===== src/ccfd_pkg.sv =====
// Shared constants and carriers for the condition and flag block
package ccfd_pkg;
  // Register indexes; byte address is four times the index
  localparam logic [7:0] IDX_IMASK = 8'hfb; // interrupt_mask
  localparam logic [7:0] IDX_FLAGS = 8'hfc; // status_flags
  localparam logic [7:0] IDX_WBP   = 8'hfd; // working_bank_pointer
  localparam logic [7:0] IDX_CSEL  = 8'h00; // Software condition select
  localparam logic [7:0] IDX_CSTAT = 8'h01; // Block status

  // Reset values
  localparam logic [7:0] RST_IMASK = 8'h00;
  localparam logic [7:0] RST_FLAGS = 8'h00;
  localparam logic [7:0] RST_WBP   = 8'h00;
  localparam logic [3:0] RST_CSEL  = 4'h0;

  // Flags sit in register bits 7..2, low two bits read zero
  localparam int FLAG_LSB = 2;
  // Positions inside the six-bit flag vector
  localparam int F_C = 5;
  localparam int F_Z = 4;
  localparam int F_S = 3;
  localparam int F_V = 2;
  localparam int F_D = 1;
  localparam int F_H = 0;

  // Block status bit positions
  localparam int ST_COND = 0; // Selected condition currently true
  localparam int ST_PREJ = 1; // Sticky pair-mode reject, write one to clear

  // Condition codes
  localparam logic [3:0] CC_NEVER              = 4'h0;
  localparam logic [3:0] CC_LT                 = 4'h1;
  localparam logic [3:0] CC_LE                 = 4'h2;
  localparam logic [3:0] CC_UNSIGNED_AT_MOST   = 4'h3;
  localparam logic [3:0] CC_OV                 = 4'h4;
  localparam logic [3:0] CC_MI                 = 4'h5;
  localparam logic [3:0] CC_ZERO               = 4'h6;
  localparam logic [3:0] CC_CARRY              = 4'h7;
  localparam logic [3:0] CC_ALWAYS             = 4'h8;
  localparam logic [3:0] CC_GE                 = 4'h9;
  localparam logic [3:0] CC_GT                 = 4'ha;
  localparam logic [3:0] CC_UNSIGNED_ABOVE     = 4'hb;
  localparam logic [3:0] CC_NO_SIGNED_OVERFLOW = 4'hc;
  localparam logic [3:0] CC_PL                 = 4'hd;
  localparam logic [3:0] CC_NZ                 = 4'he;
  localparam logic [3:0] CC_NC                 = 4'hf;

  // Opcode high nibbles of the arithmetic pair
  localparam logic [3:0] OPN_ADD = 4'h0;
  localparam logic [3:0] OPN_ADC = 4'h1;
  // High nibble that marks a working-register pair address
  localparam logic [3:0] WORK_NIB = 4'he;
  // Carry out of the low nibble
  localparam logic [4:0] HALF_LIM = 5'h0f;

  // Per-flag effect class
  typedef enum logic [2:0] {FX_CLEAR, FX_SET, FX_CALC, FX_KEEP, FX_UNDEF} ccfd_fx_type;

  // Operand addressing mode under check
  typedef enum logic [1:0] {AM_OTHER, AM_PAIR_ANY, AM_PAIR_WORK} ccfd_amode_type;

  // One instruction step presented by the core
  typedef struct packed {
    logic           valid;
    logic [7:0]     opcode;
    logic [7:0]     dst;
    logic [7:0]     src;
    logic [3:0]     cc;
    ccfd_amode_type amode;
    logic [7:0]     pair_addr;
    ccfd_fx_type [5:0] fx;
    logic [5:0]     calc;
  } ccfd_exec_type;

  // Registered answer to one step
  typedef struct packed {
    logic       valid;
    logic [7:0] data;
    logic       wr_dst;
    logic       cond_met;
    logic       pair_ok;
  } ccfd_result_type;
endpackage : ccfd_pkg


===== src/ccfd_top.sv =====
`timescale 1ns/1ns
module ccfd_top (
  // Clock, reset and enable
  input  wire logic                     clk_i,
  input  wire logic                     rst_i,
  input  wire logic                     ce_i,
  // Wishbone slave
  input  wire logic                     wb_cyc_i,
  input  wire logic                     wb_stb_i,
  input  wire logic                     wb_we_i,
  input  wire logic [9:2]               wb_adr_i,
  input  wire logic [3:0]               wb_sel_i,
  input  wire logic [31:0]              wb_dat_i,
  output logic      [31:0]              wb_dat_o,
  output logic                          wb_ack_o,
  // Core step port
  input  wire ccfd_pkg::ccfd_exec_type  exec_i,
  output ccfd_pkg::ccfd_result_type     result_o,
  // Register contents seen by the core
  output logic      [7:0]               imask_o,
  output logic      [7:0]               wbp_o,
  output logic      [5:0]               flags_o
);

  // Stored state
  logic [5:0] flag_q;    // C Z S V D H
  logic [7:0] imask_q;   // interrupt_mask
  logic [7:0] wbp_q;     // working_bank_pointer
  logic [3:0] csel_q;    // Software condition select
  logic       prej_q;    // Sticky pair reject

  // Bus decode
  logic       bus_req;   // New access this cycle
  logic       bus_wr;    // Write with low lane enabled
  logic       wr_flags;
  logic       wr_imask;
  logic       wr_wbp;
  logic       wr_csel;
  logic       wr_cstat;

  // Step decode
  logic       is_arith;  // Add or add-with-carry
  logic       cin;       // Carry into the adder
  logic [8:0] sum9;      // Sum with carry out
  logic [4:0] half5;     // Low nibble sum
  logic [5:0] arith_f;   // Flags from the adder
  logic [5:0] next_flag; // Flags after the step
  logic       cond_now;  // Step condition, combinational
  logic       sw_cond;   // Software-selected condition
  logic       pair_ok;   // Addressing mode accepted

  // Evaluate a condition code against a flag vector
  function automatic logic cond_eval(input logic [3:0] cc, input logic [5:0] f);
    logic sv;
    sv = f[ccfd_pkg::F_S] ^ f[ccfd_pkg::F_V];
    case (cc)
      ccfd_pkg::CC_NEVER:              cond_eval = 1'b0;
      ccfd_pkg::CC_ALWAYS:             cond_eval = 1'b1;
      ccfd_pkg::CC_CARRY:              cond_eval = f[ccfd_pkg::F_C];
      ccfd_pkg::CC_NC:                 cond_eval = !f[ccfd_pkg::F_C];
      ccfd_pkg::CC_ZERO:               cond_eval = f[ccfd_pkg::F_Z];
      ccfd_pkg::CC_NZ:                 cond_eval = !f[ccfd_pkg::F_Z];
      ccfd_pkg::CC_MI:                 cond_eval = f[ccfd_pkg::F_S];
      ccfd_pkg::CC_PL:                 cond_eval = !f[ccfd_pkg::F_S];
      ccfd_pkg::CC_OV:                 cond_eval = f[ccfd_pkg::F_V];
      ccfd_pkg::CC_NO_SIGNED_OVERFLOW: cond_eval = !f[ccfd_pkg::F_V];
      ccfd_pkg::CC_GE:                 cond_eval = !sv;
      ccfd_pkg::CC_LT:                 cond_eval = sv;
      ccfd_pkg::CC_GT:                 cond_eval = !(f[ccfd_pkg::F_Z] | sv);
      ccfd_pkg::CC_LE:                 cond_eval = f[ccfd_pkg::F_Z] | sv;
      ccfd_pkg::CC_UNSIGNED_ABOVE:
        cond_eval = !f[ccfd_pkg::F_C] && !f[ccfd_pkg::F_Z];
      default:
        cond_eval = f[ccfd_pkg::F_C] | f[ccfd_pkg::F_Z];
    endcase
  endfunction : cond_eval

  // Apply one effect class to one flag
  function automatic logic apply_fx(input ccfd_pkg::ccfd_fx_type fx, input logic old,
                                    input logic calc);
    case (fx)
      ccfd_pkg::FX_CLEAR: apply_fx = 1'b0;
      ccfd_pkg::FX_SET:   apply_fx = 1'b1;
      ccfd_pkg::FX_CALC:  apply_fx = calc;
      // Undefined flags are left as they are, which software may not rely on
      default:            apply_fx = old;
    endcase
  endfunction : apply_fx

  // Accept or refuse a pair address for the mode
  function automatic logic pair_mode_ok(input ccfd_pkg::ccfd_amode_type m,
                                        input logic [7:0] a);
    if (m == ccfd_pkg::AM_PAIR_WORK) begin
      pair_mode_ok = (a[7:4] == ccfd_pkg::WORK_NIB);
    end else begin
      pair_mode_ok = 1'b1;
    end
  endfunction : pair_mode_ok

  // Address decode; ack in flight blocks a second take of the same request
  always_comb begin
    bus_req  = ce_i && wb_cyc_i && wb_stb_i && !wb_ack_o;
    bus_wr   = bus_req && wb_we_i && wb_sel_i[0];
    wr_flags = 1'b0;
    wr_imask = 1'b0;
    wr_wbp   = 1'b0;
    wr_csel  = 1'b0;
    wr_cstat = 1'b0;
    if (wb_adr_i == ccfd_pkg::IDX_FLAGS) begin
      wr_flags = bus_wr;
    end else if (wb_adr_i == ccfd_pkg::IDX_IMASK) begin
      wr_imask = bus_wr;
    end else if (wb_adr_i == ccfd_pkg::IDX_WBP) begin
      wr_wbp = bus_wr;
    end else if (wb_adr_i == ccfd_pkg::IDX_CSEL) begin
      wr_csel = bus_wr;
    end else if (wb_adr_i == ccfd_pkg::IDX_CSTAT) begin
      wr_cstat = bus_wr;
    end
  end

  // Adder for the arithmetic pair
  always_comb begin
    is_arith = (exec_i.opcode[7:4] == ccfd_pkg::OPN_ADD) ||
               (exec_i.opcode[7:4] == ccfd_pkg::OPN_ADC);
    cin      = (exec_i.opcode[7:4] == ccfd_pkg::OPN_ADC) && flag_q[ccfd_pkg::F_C];
    sum9     = {1'b0, exec_i.dst} + {1'b0, exec_i.src} + {8'h00, cin};
    half5    = {1'b0, exec_i.dst[3:0]} + {1'b0, exec_i.src[3:0]} + {4'h0, cin};
    arith_f[ccfd_pkg::F_C] = sum9[8];
    arith_f[ccfd_pkg::F_Z] = (sum9[7:0] == 8'h00);
    arith_f[ccfd_pkg::F_S] = sum9[7];
    arith_f[ccfd_pkg::F_V] = (exec_i.dst[7] == exec_i.src[7]) && (sum9[7] != exec_i.dst[7]);
    arith_f[ccfd_pkg::F_D] = 1'b0;
    arith_f[ccfd_pkg::F_H] = (half5 > ccfd_pkg::HALF_LIM);
  end

  // Flag next value: adder flags for the add pair, effect classes otherwise
  always_comb begin
    next_flag = flag_q;
    if (exec_i.valid && is_arith) begin
      next_flag = arith_f;
    end else if (exec_i.valid) begin
      for (int i = 0; i < 6; i++) begin
        next_flag[i] = apply_fx(exec_i.fx[i], flag_q[i], exec_i.calc[i]);
      end
    end
  end

  // Conditions read the stored flags with no register in between
  always_comb begin
    cond_now = cond_eval(exec_i.cc, flag_q);
    sw_cond  = cond_eval(csel_q, flag_q);
    pair_ok  = pair_mode_ok(exec_i.amode, exec_i.pair_addr);
  end

  // Flag register; a bus write wins over a step in the same cycle
  always_ff @(posedge clk_i) begin
    if (rst_i) begin
      flag_q <= ccfd_pkg::RST_FLAGS[7:2];
    end else if (ce_i) begin
      if (wr_flags) begin
        flag_q <= wb_dat_i[7:2];
      end else begin
        flag_q <= next_flag;
      end
    end
  end

  // Mask and bank pointer registers
  always_ff @(posedge clk_i) begin
    if (rst_i) begin
      imask_q <= ccfd_pkg::RST_IMASK;
      wbp_q   <= ccfd_pkg::RST_WBP;
    end else if (ce_i) begin
      if (wr_imask) begin
        imask_q <= wb_dat_i[7:0];
      end
      if (wr_wbp) begin
        wbp_q <= wb_dat_i[7:0];
      end
    end
  end

  // Software condition select and sticky reject; a new reject beats the clear
  always_ff @(posedge clk_i) begin
    if (rst_i) begin
      csel_q <= ccfd_pkg::RST_CSEL;
      prej_q <= 1'b0;
    end else if (ce_i) begin
      if (wr_csel) begin
        csel_q <= wb_dat_i[3:0];
      end
      if (exec_i.valid && !pair_ok) begin
        prej_q <= 1'b1;
      end else if (wr_cstat && wb_dat_i[ccfd_pkg::ST_PREJ]) begin
        prej_q <= 1'b0;
      end
    end
  end

  // Step answer, one cycle after the step is taken
  always_ff @(posedge clk_i) begin
    if (rst_i) begin
      result_o <= '0;
    end else if (ce_i) begin
      result_o.valid    <= exec_i.valid;
      result_o.data     <= sum9[7:0];
      result_o.wr_dst   <= exec_i.valid && is_arith;
      result_o.cond_met <= cond_now;
      result_o.pair_ok  <= pair_ok;
    end
  end

  // Bus answer: ack one cycle after the request, unmapped reads give zero
  always_ff @(posedge clk_i) begin
    if (rst_i) begin
      wb_ack_o <= 1'b0;
      wb_dat_o <= '0;
    end else if (ce_i) begin
      wb_ack_o <= bus_req;
      wb_dat_o <= '0;
      if (wb_adr_i == ccfd_pkg::IDX_FLAGS) begin
        wb_dat_o[7:0] <= {flag_q, 2'b00};
      end else if (wb_adr_i == ccfd_pkg::IDX_IMASK) begin
        wb_dat_o[7:0] <= imask_q;
      end else if (wb_adr_i == ccfd_pkg::IDX_WBP) begin
        wb_dat_o[7:0] <= wbp_q;
      end else if (wb_adr_i == ccfd_pkg::IDX_CSEL) begin
        wb_dat_o[3:0] <= csel_q;
      end else if (wb_adr_i == ccfd_pkg::IDX_CSTAT) begin
        wb_dat_o[1:0] <= {prej_q, sw_cond};
      end
    end
  end

  // Register copies for the core
  always_ff @(posedge clk_i) begin
    if (rst_i) begin
      imask_o <= ccfd_pkg::RST_IMASK;
      wbp_o   <= ccfd_pkg::RST_WBP;
      flags_o <= ccfd_pkg::RST_FLAGS[7:2];
    end else if (ce_i) begin
      imask_o <= wr_imask ? wb_dat_i[7:0] : imask_q;
      wbp_o   <= wr_wbp ? wb_dat_i[7:0] : wbp_q;
      flags_o <= wr_flags ? wb_dat_i[7:2] : next_flag;
    end
  end
endmodule : ccfd_top


===== config.mk =====
export PLATFORM = sky130hd
export DESIGN_NAME = ccfd_top
export DESIGN_NICKNAME = d
export VERILOG_FILES = /design/src/ccfd_pkg.sv /design/src/ccfd_top.sv
export SDC_FILE = /design/constraint.sdc
export NUM_CORES = 1
export LEC_CHECK = 0
export BUFFER_PORTS_ARGS = -buffer_cell sky130_fd_sc_hd__buf_4
export CAP_MARGIN = 30
export CORE_MARGIN = 1
export CORE_UTILIZATION = 30
export CTS_BUF_LIST = sky130_fd_sc_hd__clkbuf_4
export CTS_CLUSTER_DIAMETER = 200
export DETAILED_ROUTE_END_ITERATION = 12
export PLACE_DENSITY_LB_ADDON = 0.12
export SYNTH_ARGS = -nofsm -noshare
export SYNTH_HDL_FRONTEND = slang
export SYNTH_SLANG_ARGS = --single-unit

===== constraint.sdc =====
create_clock -name clk_i -period 2.6 [get_ports clk_i]
set_clock_uncertainty 0.2 [all_clocks]
set_input_delay 0.13 -clock clk_i [delete_from_list [all_inputs] [get_ports clk_i]]
set_output_delay 0.13 -clock clk_i [all_outputs]
set_load 0.005 [all_outputs]

; Word-level counts from Yosys, hierarchy flattened
; Cells that the tools add are included.
[totals]
reg_bits = 48
latchBits = 0
ram_bits = 0
romBits = 0
inputBits = 113
output_inout_bits = 67
word_cells = 161
n_memories = 0
[op_classes]
add_sub_neg = 4
mul = 0
div_mod_pow = 0
order_cmp = 1
n_eq_ne = 49
shifts = 0
muxes = 38
n_bitwise = 3
n_reduce_logical = 49
[ops]
columns = operator, n
row1 = $eq 4x4->1 const B, 17
row2 = $eq 4x3->1 const B, 8
row3 = $mux 8, 4
row4 = $pmux 1 s15, 2
row5 = $reduce_bool 5->1, 6
row6 = $eq 8x8->1 const B, 3
row7 = $eq 3x1->1 const B, 6
row8 = $eq 3x2->1 const B, 6
row9 = $logic_not 3->1, 6
row10 = $mux 1, 18
row11 = $mux 6, 3
row12 = $pmux 1 s3, 6
row13 = $reduce_and 3->1, 6
row14 = $logic_not 8->1, 2
row15 = $eq 4x1->1 const B, 3
row16 = $logic_not 4->1, 3
row17 = $logic_and 1x1->1, 11
row18 = $add 8x8->9, 1
row19 = $add 9x1->9, 1
row20 = $eq 4x2->1 const B, 2
row21 = $eq 8x1->1 const B, 1
row22 = $logic_not 1->1, 8
row23 = $mux 4, 2
row24 = $reduce_and 2->1, 4
row25 = 12 further kinds, 15

; Depth between registers and ports, before layout
; Gate-level depths: netlist (run 1).
[depth]
depth_word = 13
mapped_depth = 10
mapped_depth_nobuf = 10

; Worst setup path after synthesis (run 1)
; Ideal clock, no wire load.
[synth_timing]
path_type = register -> register
start = reg flags_o[5] (netlist name)
end = reg result_o[9] (netlist bit)
setup_ns = 0.071
arrival_ns = 2.277
required_time_ns = 2.329
slack_ns = 0.053
path_stages_with_launch = 9
path_buffers = 0
cell_sequence = dfxtp_1 > nand3_1 > fa_1 > fa_1 > nor2b_1 > o221a_1 > nor4_1 > or4b_1 > a21oi_1
[synth_rtl]
columns = item, line
row1 = to (decl), ccfd_top.sv:18  ; output ccfd_pkg::ccfd_result_type result_o,

==> results of run 1 <==
## sequential cells by signal, indices dropped and copies added (netlist names)
signal,count
result_o,12
wbp_o,8
flags_o,6
prej_q,1
wb_dat_o,8
imask_o,8
wb_ack_o,1
csel_q,4
## synth_stat cells, types with 4 or more instances
cell      count
a211oi_1     13
buf_4        24
inv_1         6
mux2i_1      12
nand3_1      16
nor3_1        9
a21oi_1      38
xor2_1        4
o211ai_1      5
dfxtp_1      48
ha_1          7
o21ai_0      11
nor2b_1       4
nand2_1      50
or4_1         5
nor2_1       53
nand2b_1     10
a22oi_1       4
clkbuf_1     14
nand3b_1      5
## worst paths after layout
path / cells past startpoint / to
worst min-delay path: 6 / flags_o[2]
worst min register to register: 2 / wbp_o[4]
worst max-delay path: 8 / result_o[9]
worst max register to register: 8 / result_o[9]
## per-layer routing
layer,track usage,up-vias
li1,-,1674
met1,0.250,1479
met2,0.327,97
met3,0.0289,6
met4,0.0358,0
met5,0,-
## report_power, final
part | internal (mW) | switching [mW] | total [mW]
combinational | 0.227 | 0.192 | 0.419
clock | 0.202 | 0.253 | 0.454
sequential | 0.762 | 0.0193 | 0.781
## kinds of logic after synthesis
group,after synthesis,synth area share
buffers and inverters,47,0.0875
AO/OA/AOI/OAI,94,0.194
adder cells (fa/ha/maj),9,0.0415
flip-flops,48,0.313
other,1,0.00122
XOR/XNOR,6,0.0171
AND/OR/NAND/NOR,181,0.296
multiplexers,15,0.0501
## tightest hold or removal path: cells and delay by family
kind	cells	cell delay, ns
compound gates	2	0.13
buf+inv	1	0.08
simple gates	3	0.20
## area by class of cell
class	instances	area share
tap	133	0.0380
clock inverter	3	0.00971
multi-input combinational	329	0.444
inverter	6	0.00514
sequential	48	0.220
clock buffer	5	0.00856
timing repair buffer	155	0.275
## placed cells by master, fill, tap and decap left out, drive strengths merged, types with 9 or more instances in the layout
cell type / synthesis / layout
nand2: 50 / 50
conb: 1 / 24
nor2: 53 / 53
dlygate4sd3: 0 / 17
buf: 27 / 138
nand2b: 10 / 10
a211oi: 13 / 13
nand3: 16 / 16
o21ai: 11 / 11
mux2i: 12 / 12
nor3: 9 / 9
a21oi: 38 / 38
dfxtp: 48 / 48
## stage by stage
step	TNS [ns]	hold WS, ns	total power, mW
2_1_floorplan	0	0.0355	1.00
3_3_place_gp	-0.374	0.207	1.19
3_5_place_dp	-0.412	0.214	1.19
4_1_cts	0	0.000460	1.67
5_1_grt	-0.0151	0.0361	1.75
6_report	0	0.00861	1.65
## timing repair
| item | in CTS | in global routing |
|---|---|---|
| cloned | 0 | 0 |
| setup buffers | 0 | 0 |
| gates resized for setup | 2 | 4 |
| setup endpoints to repair | 1 | 3 |
| pin swaps | 1 | 0 |
| hold buffers | 17 | 0 |
| hold endpoints to repair | 33 | 0 |
==> results.cfg, run 1 <==
[worst_setup_path]
crit_buf_inv = 0
crit_arrival_ns = 2.57
cpMostUsedCell = fa_2
slowest_stage = or4b_1
worstPathRequired_ns = 2.71
crit_type = flop to flop
critPathMaxStageDelay_ns = 0.52
regToRegSetupSlack_ns = 0.14
r2r_start = flags_o[5]
path_cells = nand3_2 -> fa_2 -> fa_2 -> nor2b_2 -> o221a_1 -> nor4_1 -> or4b_1 -> a21oi_2
endpoint_kind = flop
cp-startpoint = flags_o[5]
startpoint_type = flop
cp_top_family = simple AND/OR/NAND/NOR gates
cp_max_fo = 2

[floorplanning]
start_util = 0.312
design.core.area_sq_um = 9860
num_rows = 36
pin_count = 180
die-area_sq_um = 10700
die_w_um = 103
die_h_um = 103

[synthesis]
avgSynthCellArea_sq_um = 7.66
synth_cell_types = 58
ys_warn_count = 0
syn_inst = 401
synth_area_leaders = dfxtp_1 31%, nor2_1 6.5%, a21oi_1 6.2%
ys_ff_latch = 48
netlist_area_sq_um = 3070
yosysTopAreaCellShare = 0.313
synthArstFlopShare = 0
synth_flop_cell = dfxtp_1
synth-edff-count = 0
synth_top_cell_by_area = dfxtp_1
ys_seq_area_frac = 0.313

[place]
port_buffers = 120
gp_congestion = 0.825
dp_hpwl_um = 7580
post-place-ws_ns = -0.197
dp.cells = 654
dpl_cell_area_sq_um = 4120

[cells_and_area]
register_area_sq_um = 962
final_cell_area_sq_um = 4380
drive_gt1_frac = 0.291
nFillCells = 1059
multi_input_comb_area_sq_um = 1950
n_antenna_cell = 0
final_core_utilization = 0.444
fin_cells = 679
area_growth_pct = 42.6
nets = 667

[min_path]
hold_path_class = primary input to flop
min_from = exec_i[12]

[sta]
rsz0062_at_grt = true
timing.fmax_mhz = 406
finalWorstSetupSlack_ns = 0.139
post-route-min-period_ns = 2.46
maxSlewViolCount = 0
setup_viol = 0
slew_headroom = 0.576
tightest_slew_ns = 0.627
post-route-period-util = 0.946
finalHoldViolCount = 0

[route]
wl_um = 9760
routedWlPerCell_um = 14.4
post-route-drc-count = 0
ant_nets = 0
highest_layer = met4
route.vias.total = 3256
vias_per_cell = 4.80
drt-met1-wl_um = 4560
first_iter_violations = 86
wl_met2_um = 4670
first_pass_iters = 4
wl_met3_um = 462

[clock_tree]
cts-buffers-inserted = 5
cts_tree = built
clockBufferDepth = 2
cts_sinks = 48
htree_levels = 2
worstSkewPairLatency_ns = 0.37
cts-root-buf = clkbuf_4
clkTransAtPathRegs_ns = 0.15

[run]
cap_violations = 0

[global_route]
first_global_vias = 3095
grt_usage = 0.189
grt-ovfl-total = 0
grt_max_degree = 52
grt_pass1_wl_um = 15400
antenna_found_initial = 0

[power]
cellPowerDensity_nw_per_um2 = 378
p_leak_nw = 1.88
vdd_drop_max_mv = 0.210

[run_status]
status = complete, no violations
(Power assumes the default switching activity.)
==> inputs of run 2 (changes only) <==
PLACE_DENSITY_LB_ADDON = unset   (was 0.12)
==> run 2 against run 1 <==
Compared with the run above: global-route usage grew 0.056 points; worst hold slack gained 0.015 ns; combinational power shrank 1%; fmax shrank 0.75%; non-clock buffer count shrank 3; register-to-register slack lost 0.02 ns; sequential cell count is the same; clock-buffer cell count grew 1; worst setup slack lost 0.019 ns; final cell count shrank 0.44%; largest cell class unchanged; highest routed layer unchanged.
==> results.cfg, run 2 (synthesis results as in run 1) <==
[sta]
tightest_slew_ns = 0.623
finalWorstSetupSlack_ns = 0.121
rsz0062_at_grt = false
setup_viol = 0
finalHoldViolCount = 0
timing.hold.ws_ns = 0.0241
maxSlewViolCount = 0
fin_setup_tns_ns = 0
post-route-period-util = 0.954
timing.fmax_mhz = 403
slew_headroom = 0.574
post-route-min-period_ns = 2.48

[cells_and_area]
largest_reg_flops = 12
area_growth_pct = 40.8
final_core_utilization = 0.438
n_antenna_cell = 0
nets = 664
final_cell_mix = 136 x buf_4, 53 x nor2_1, 50 x nand2_1
drive_gt1_frac = 0.285
fin_cells = 676
layout_commonest_cell = buf_4
nFillCells = 1018
final_cell_area_sq_um = 4330
largest-register = result_o

[floorplanning]
die-area_sq_um = 10700
design.core.area_sq_um = 9860
die_w_um = 103
num_rows = 36
die_h_um = 103
start_util = 0.312
pin_count = 180

[global_route]
grt_pass1_wl_um = 15500
antenna_found_initial = 0
grt_usage = 0.189
grt_max_degree = 52
grt-ovfl-total = 0
first_global_vias = 3279

[route]
highest_layer = met4
routedWlPerCell_um = 14.5
vias_per_cell = 4.94
drt-met1-wl_um = 4420
first_iter_violations = 102
ant_nets = 0
first_pass_iters = 4
wl_met2_um = 4660
wl_um = 9830
route.vias.total = 3342
post-route-drc-count = 0
wl_met3_um = 516

[place]
dp_hpwl_um = 7680
gp_congestion = 0.841
post-place-ws_ns = -0.192
dpl_cell_area_sq_um = 4100
port_buffers = 120
dp.cells = 652

[clock_tree]
clockBufferDepth = 2
cts-buffers-inserted = 5
htree_levels = 2
cts_sinks = 48
cts-root-buf = clkbuf_4
worstSkewPairLatency_ns = 0.36
clkTransAtPathRegs_ns = 0.14
cts_tree = built
cts_setup_buffers = 0

[power]
power.switching_uw = 456
clockPowerShare = 0.231
finalPower_mw = 1.55
swShare = 0.293
vdd_drop_max_mv = 0.157
p_seq_frac = 0.503
cellPowerDensity_nw_per_um2 = 359
internal-power_mw = 1.10
p_leak_nw = 1.85
p_comb_frac = 0.266

[worst_setup_path]
reg2reg_to = result_o[9]
regToRegSetupSlack_ns = 0.12
cp_max_fo = 2
r2r_start = flags_o[5]
crit_arrival_ns = 2.58
reg2reg_depth = 8
startpoint_type = flop
endpoint_kind = flop
crit_type = flop to flop
worstPathRequired_ns = 2.70

[min_path]
hold_depth = 6
min_from = exec_i[8]
min_to = flags_o[0]
hold_path_class = primary input to flop

[run_status]
status = complete, no violations

[run]
cap_violations = 0
## run 2: cell types whose count changed in the layout (fill, tap and decap cells not counted), sizes merged
cell	delta
dlygate4sd3	-1
clkbuf	+1
buf	-2
bufinv	-1
clkinvlp	+1
clkinv	-1
## run 2: per-layer routing
metal,global-route usage,vias up
li1,-,1662
met1,0.243,1526
met2,0.323,134
met3,0.0323,20
met4,0.0618,0
met5,0,-
## run 2: repair_timing
| action | 4_1_cts | 5_1_grt |
|---|---|---|
| endpoints found under the setup margin | 2 | 2 |
| hold buffers | 16 | 0 |
| hold endpoints to repair | 33 | 0 |
| gates resized for setup | 2 | 2 |
## run 2: worst max-delay path by stage
| stage | start | to | slack (ns) | depth (start not counted) |
|---|---|---|---|---|
| finish | flags_o[5] | result_o[9] | 0.12 | 8 |
| global route | flags_o[5] | result_o[9] | 0.03 | 8 |
| CTS | flags_o[5] | result_o[9] | 0.04 | 8 |
| global placement | exec_i[59] | result_o[9] | -0.19 | 10 |
| floorplan | flags_o[5] | result_o[9] | 0.05 | 8 |
| detailed placement | exec_i[59] | result_o[9] | -0.19 | 10 |
## run 2: layout make-up
cell class	count	area [sq um]	share of cell area
clock buffers	6	45.0	0.0104
clock inverters	2	11.3	0.00260
inverters	6	22.5	0.00521
multi-input cells	329	1940	0.448
flip-flops and latches	48	962	0.222
well taps	133	166	0.0385
repair buffers	152	1180	0.273
## run 2: critical path, stage by stage (launching register included)
cell	delay, ns
dfxtp_2	0.36
nand3_1	0.08
fa_2	0.36
fa_2	0.36
nor2b_2	0.14
o221a_1	0.21
nor4_1	0.06
or4b_1	0.51
a21oi_1	0.13
## run 2: power groups by stage
stage,Sequential (mW),Combinational [mW],Clock (mW)
4_1_cts,0.782,0.413,0.372
3_3_place_gp,0.797,0.386,0
6_report,0.782,0.413,0.358
3_5_place_dp,0.798,0.392,0
5_1_grt,0.786,0.460,0.405
2_1_floorplan,0.794,0.207,0
==> inputs of run 3 (changes only) <==
CORE_UTILIZATION = 35   (was 30)
PLACE_DENSITY = 0.69   (was unset)
==> run 3 against run 2 <==
Compared with the run above: sequential share of layout area increased by 0.29 points; non-clock buffer count shrank 2; fmax grew 0.15%; clock power down 5%; final cell count decreased by 4.6%; worst setup slack gained 0.0037 ns; global-route usage increased by 1.5 points; routed wire length fell by 6.3%; via count fell by 0.33%; die area shrank 14%; design area decreased by 1.3%; clock-buffer cell count fell by 1; critical path type unchanged; largest cell class unchanged; largest power group unchanged.
==> results.cfg, run 3 (synthesis results as in run 1) <==
[cells_and_area]
layout_commonest_cell = buf_4
n_antenna_cell = 0
final_cell_mix = 134 x buf_4, 53 x nor2_1, 50 x nand2_1
area_growth_pct = 38.9
drive_gt1_frac = 0.283
largest_reg_flops = 12
nFillCells = 833
nets = 662
largest-register = result_o
final_core_utilization = 0.512

[global_route]
grt_max_degree = 52
grt_pass1_wl_um = 14500
first_global_vias = 3175
grt_usage = 0.204
grt-ovfl-total = 0
antenna_found_initial = 0

[clock_tree]
clkTransAtPathRegs_ns = 0.15
cts_tree = built
cts_setup_buffers = 0
cts-buffers-inserted = 5
cts-root-buf = clkbuf_4
clockBufferDepth = 2
cts_sinks = 48
worstSkewPairLatency_ns = 0.37
htree_levels = 2

[floorplanning]
design.core.area_sq_um = 8340
die-area_sq_um = 9160
num_rows = 33
die_h_um = 95.7
start_util = 0.368
pin_count = 180
die_w_um = 95.7

[worst_setup_path]
endpoint_kind = flop
cp_max_fo = 2
worstPathRequired_ns = 2.70
crit_type = flop to flop
crit_arrival_ns = 2.58
startpoint_type = flop

[sta]
tightest_slew_ns = 0.569
timing.hold.ws_ns = 0.0108
finalHoldViolCount = 0
maxSlewViolCount = 0
slew_headroom = 0.615
rsz0062_at_grt = false
setup_viol = 0
finalWorstSetupSlack_ns = 0.124
post-route-period-util = 0.952
timing.fmax_mhz = 404
post-route-min-period_ns = 2.48

[power]
internal-power_mw = 1.08
swShare = 0.294
clockPowerShare = 0.223
vdd_drop_max_mv = 0.180
p_leak_nw = 1.84
power.switching_uw = 451
cellPowerDensity_nw_per_um2 = 359
p_comb_frac = 0.267
p_seq_frac = 0.511

[route]
wl_um = 9210
first_iter_violations = 137
routedWlPerCell_um = 14.3
post-route-drc-count = 0
ant_nets = 0
vias_per_cell = 5.16
route.vias.total = 3331
first_pass_iters = 5

[place]
dp_hpwl_um = 7270
port_buffers = 120
post-place-ws_ns = -0.245
gp_congestion = 0.867

[run]
cap_violations = 0

[run_status]
status = complete, no violations

[min_path]
hold_path_class = primary input to flop
run 3: changes by cell type in the layout (fill, tap and decap cells not counted), sizes merged:
cell    delta
buf        -2
clkbuf     -1
run 3: power groups by stage:
stage	combinational, mW	clock [mW]	sequential, mW
after detailed placement	0.386	0	0.797
final	0.408	0.341	0.782
after global routing	0.450	0.373	0.785
after CTS	0.406	0.345	0.782
after floorplan	0.207	0	0.794
after global placement	0.379	0	0.797
run 3: worst paths after layout:
check / start / to / slack, ns / cells after the start
setup / recovery: flags_o[5] / result_o[9] / 0.12 / 8
hold / removal: rst_i / csel_q[3] / 0.01 / 2
setup reg to reg: flags_o[5] / result_o[9] / 0.12 / 8
hold reg to reg: wbp_o[5] / wbp_o[5] / 0.28 / 2
run 3: through the flow:
stage / power [mW] / setup TNS [ns] / instances / area, sq um
finish: 1.53 / 0 / 645 / 4270
global route: 1.61 / 0 / 645 / 4270
CTS: 1.53 / 0 / 645 / 4260
detailed placement: 1.18 / -0.522 / 622 / 4050
global placement: 1.18 / -0.336 / 622 / 4050
floorplan: 1.00 / 0 / 424 / 3160
run 3: metal layers:
layer / wire length, um / global-route usage / share of wire
met4: 140 / 0.0572 / 0.015
met2: 4520 / 0.357 / 0.49
met1: 3990 / 0.257 / 0.43
met5: 0 / 0 / 0
met3: 562 / 0.0355 / 0.061
run 3: final cells by class:
cell class                 instances  area [sq um]  share of cell area
timing repair buffer             150          1170               0.273
tap                              105           131              0.0308
clock buffer                       5          37.5             0.00879
sequential                        48           962               0.225
clock inverter                     2          12.5             0.00293
inverter                           6          22.5             0.00528
multi-input combinational        329          1940               0.454
run 3: repair_timing:
item,in CTS,in global routing
hold buffers,16,0
gates resized for setup,1,3
setup endpoints to repair,1,2
hold endpoints to repair,31,0
run 3: critical path, cell delays in order, from the launching register on:
cell     delay, ns
dfxtp_2       0.35
nand3_1       0.08
fa_2          0.36
fa_2          0.37
nor2b_2       0.14
o221a_1       0.22
nor4_1        0.06
or4b_1        0.51
a21oi_1       0.13
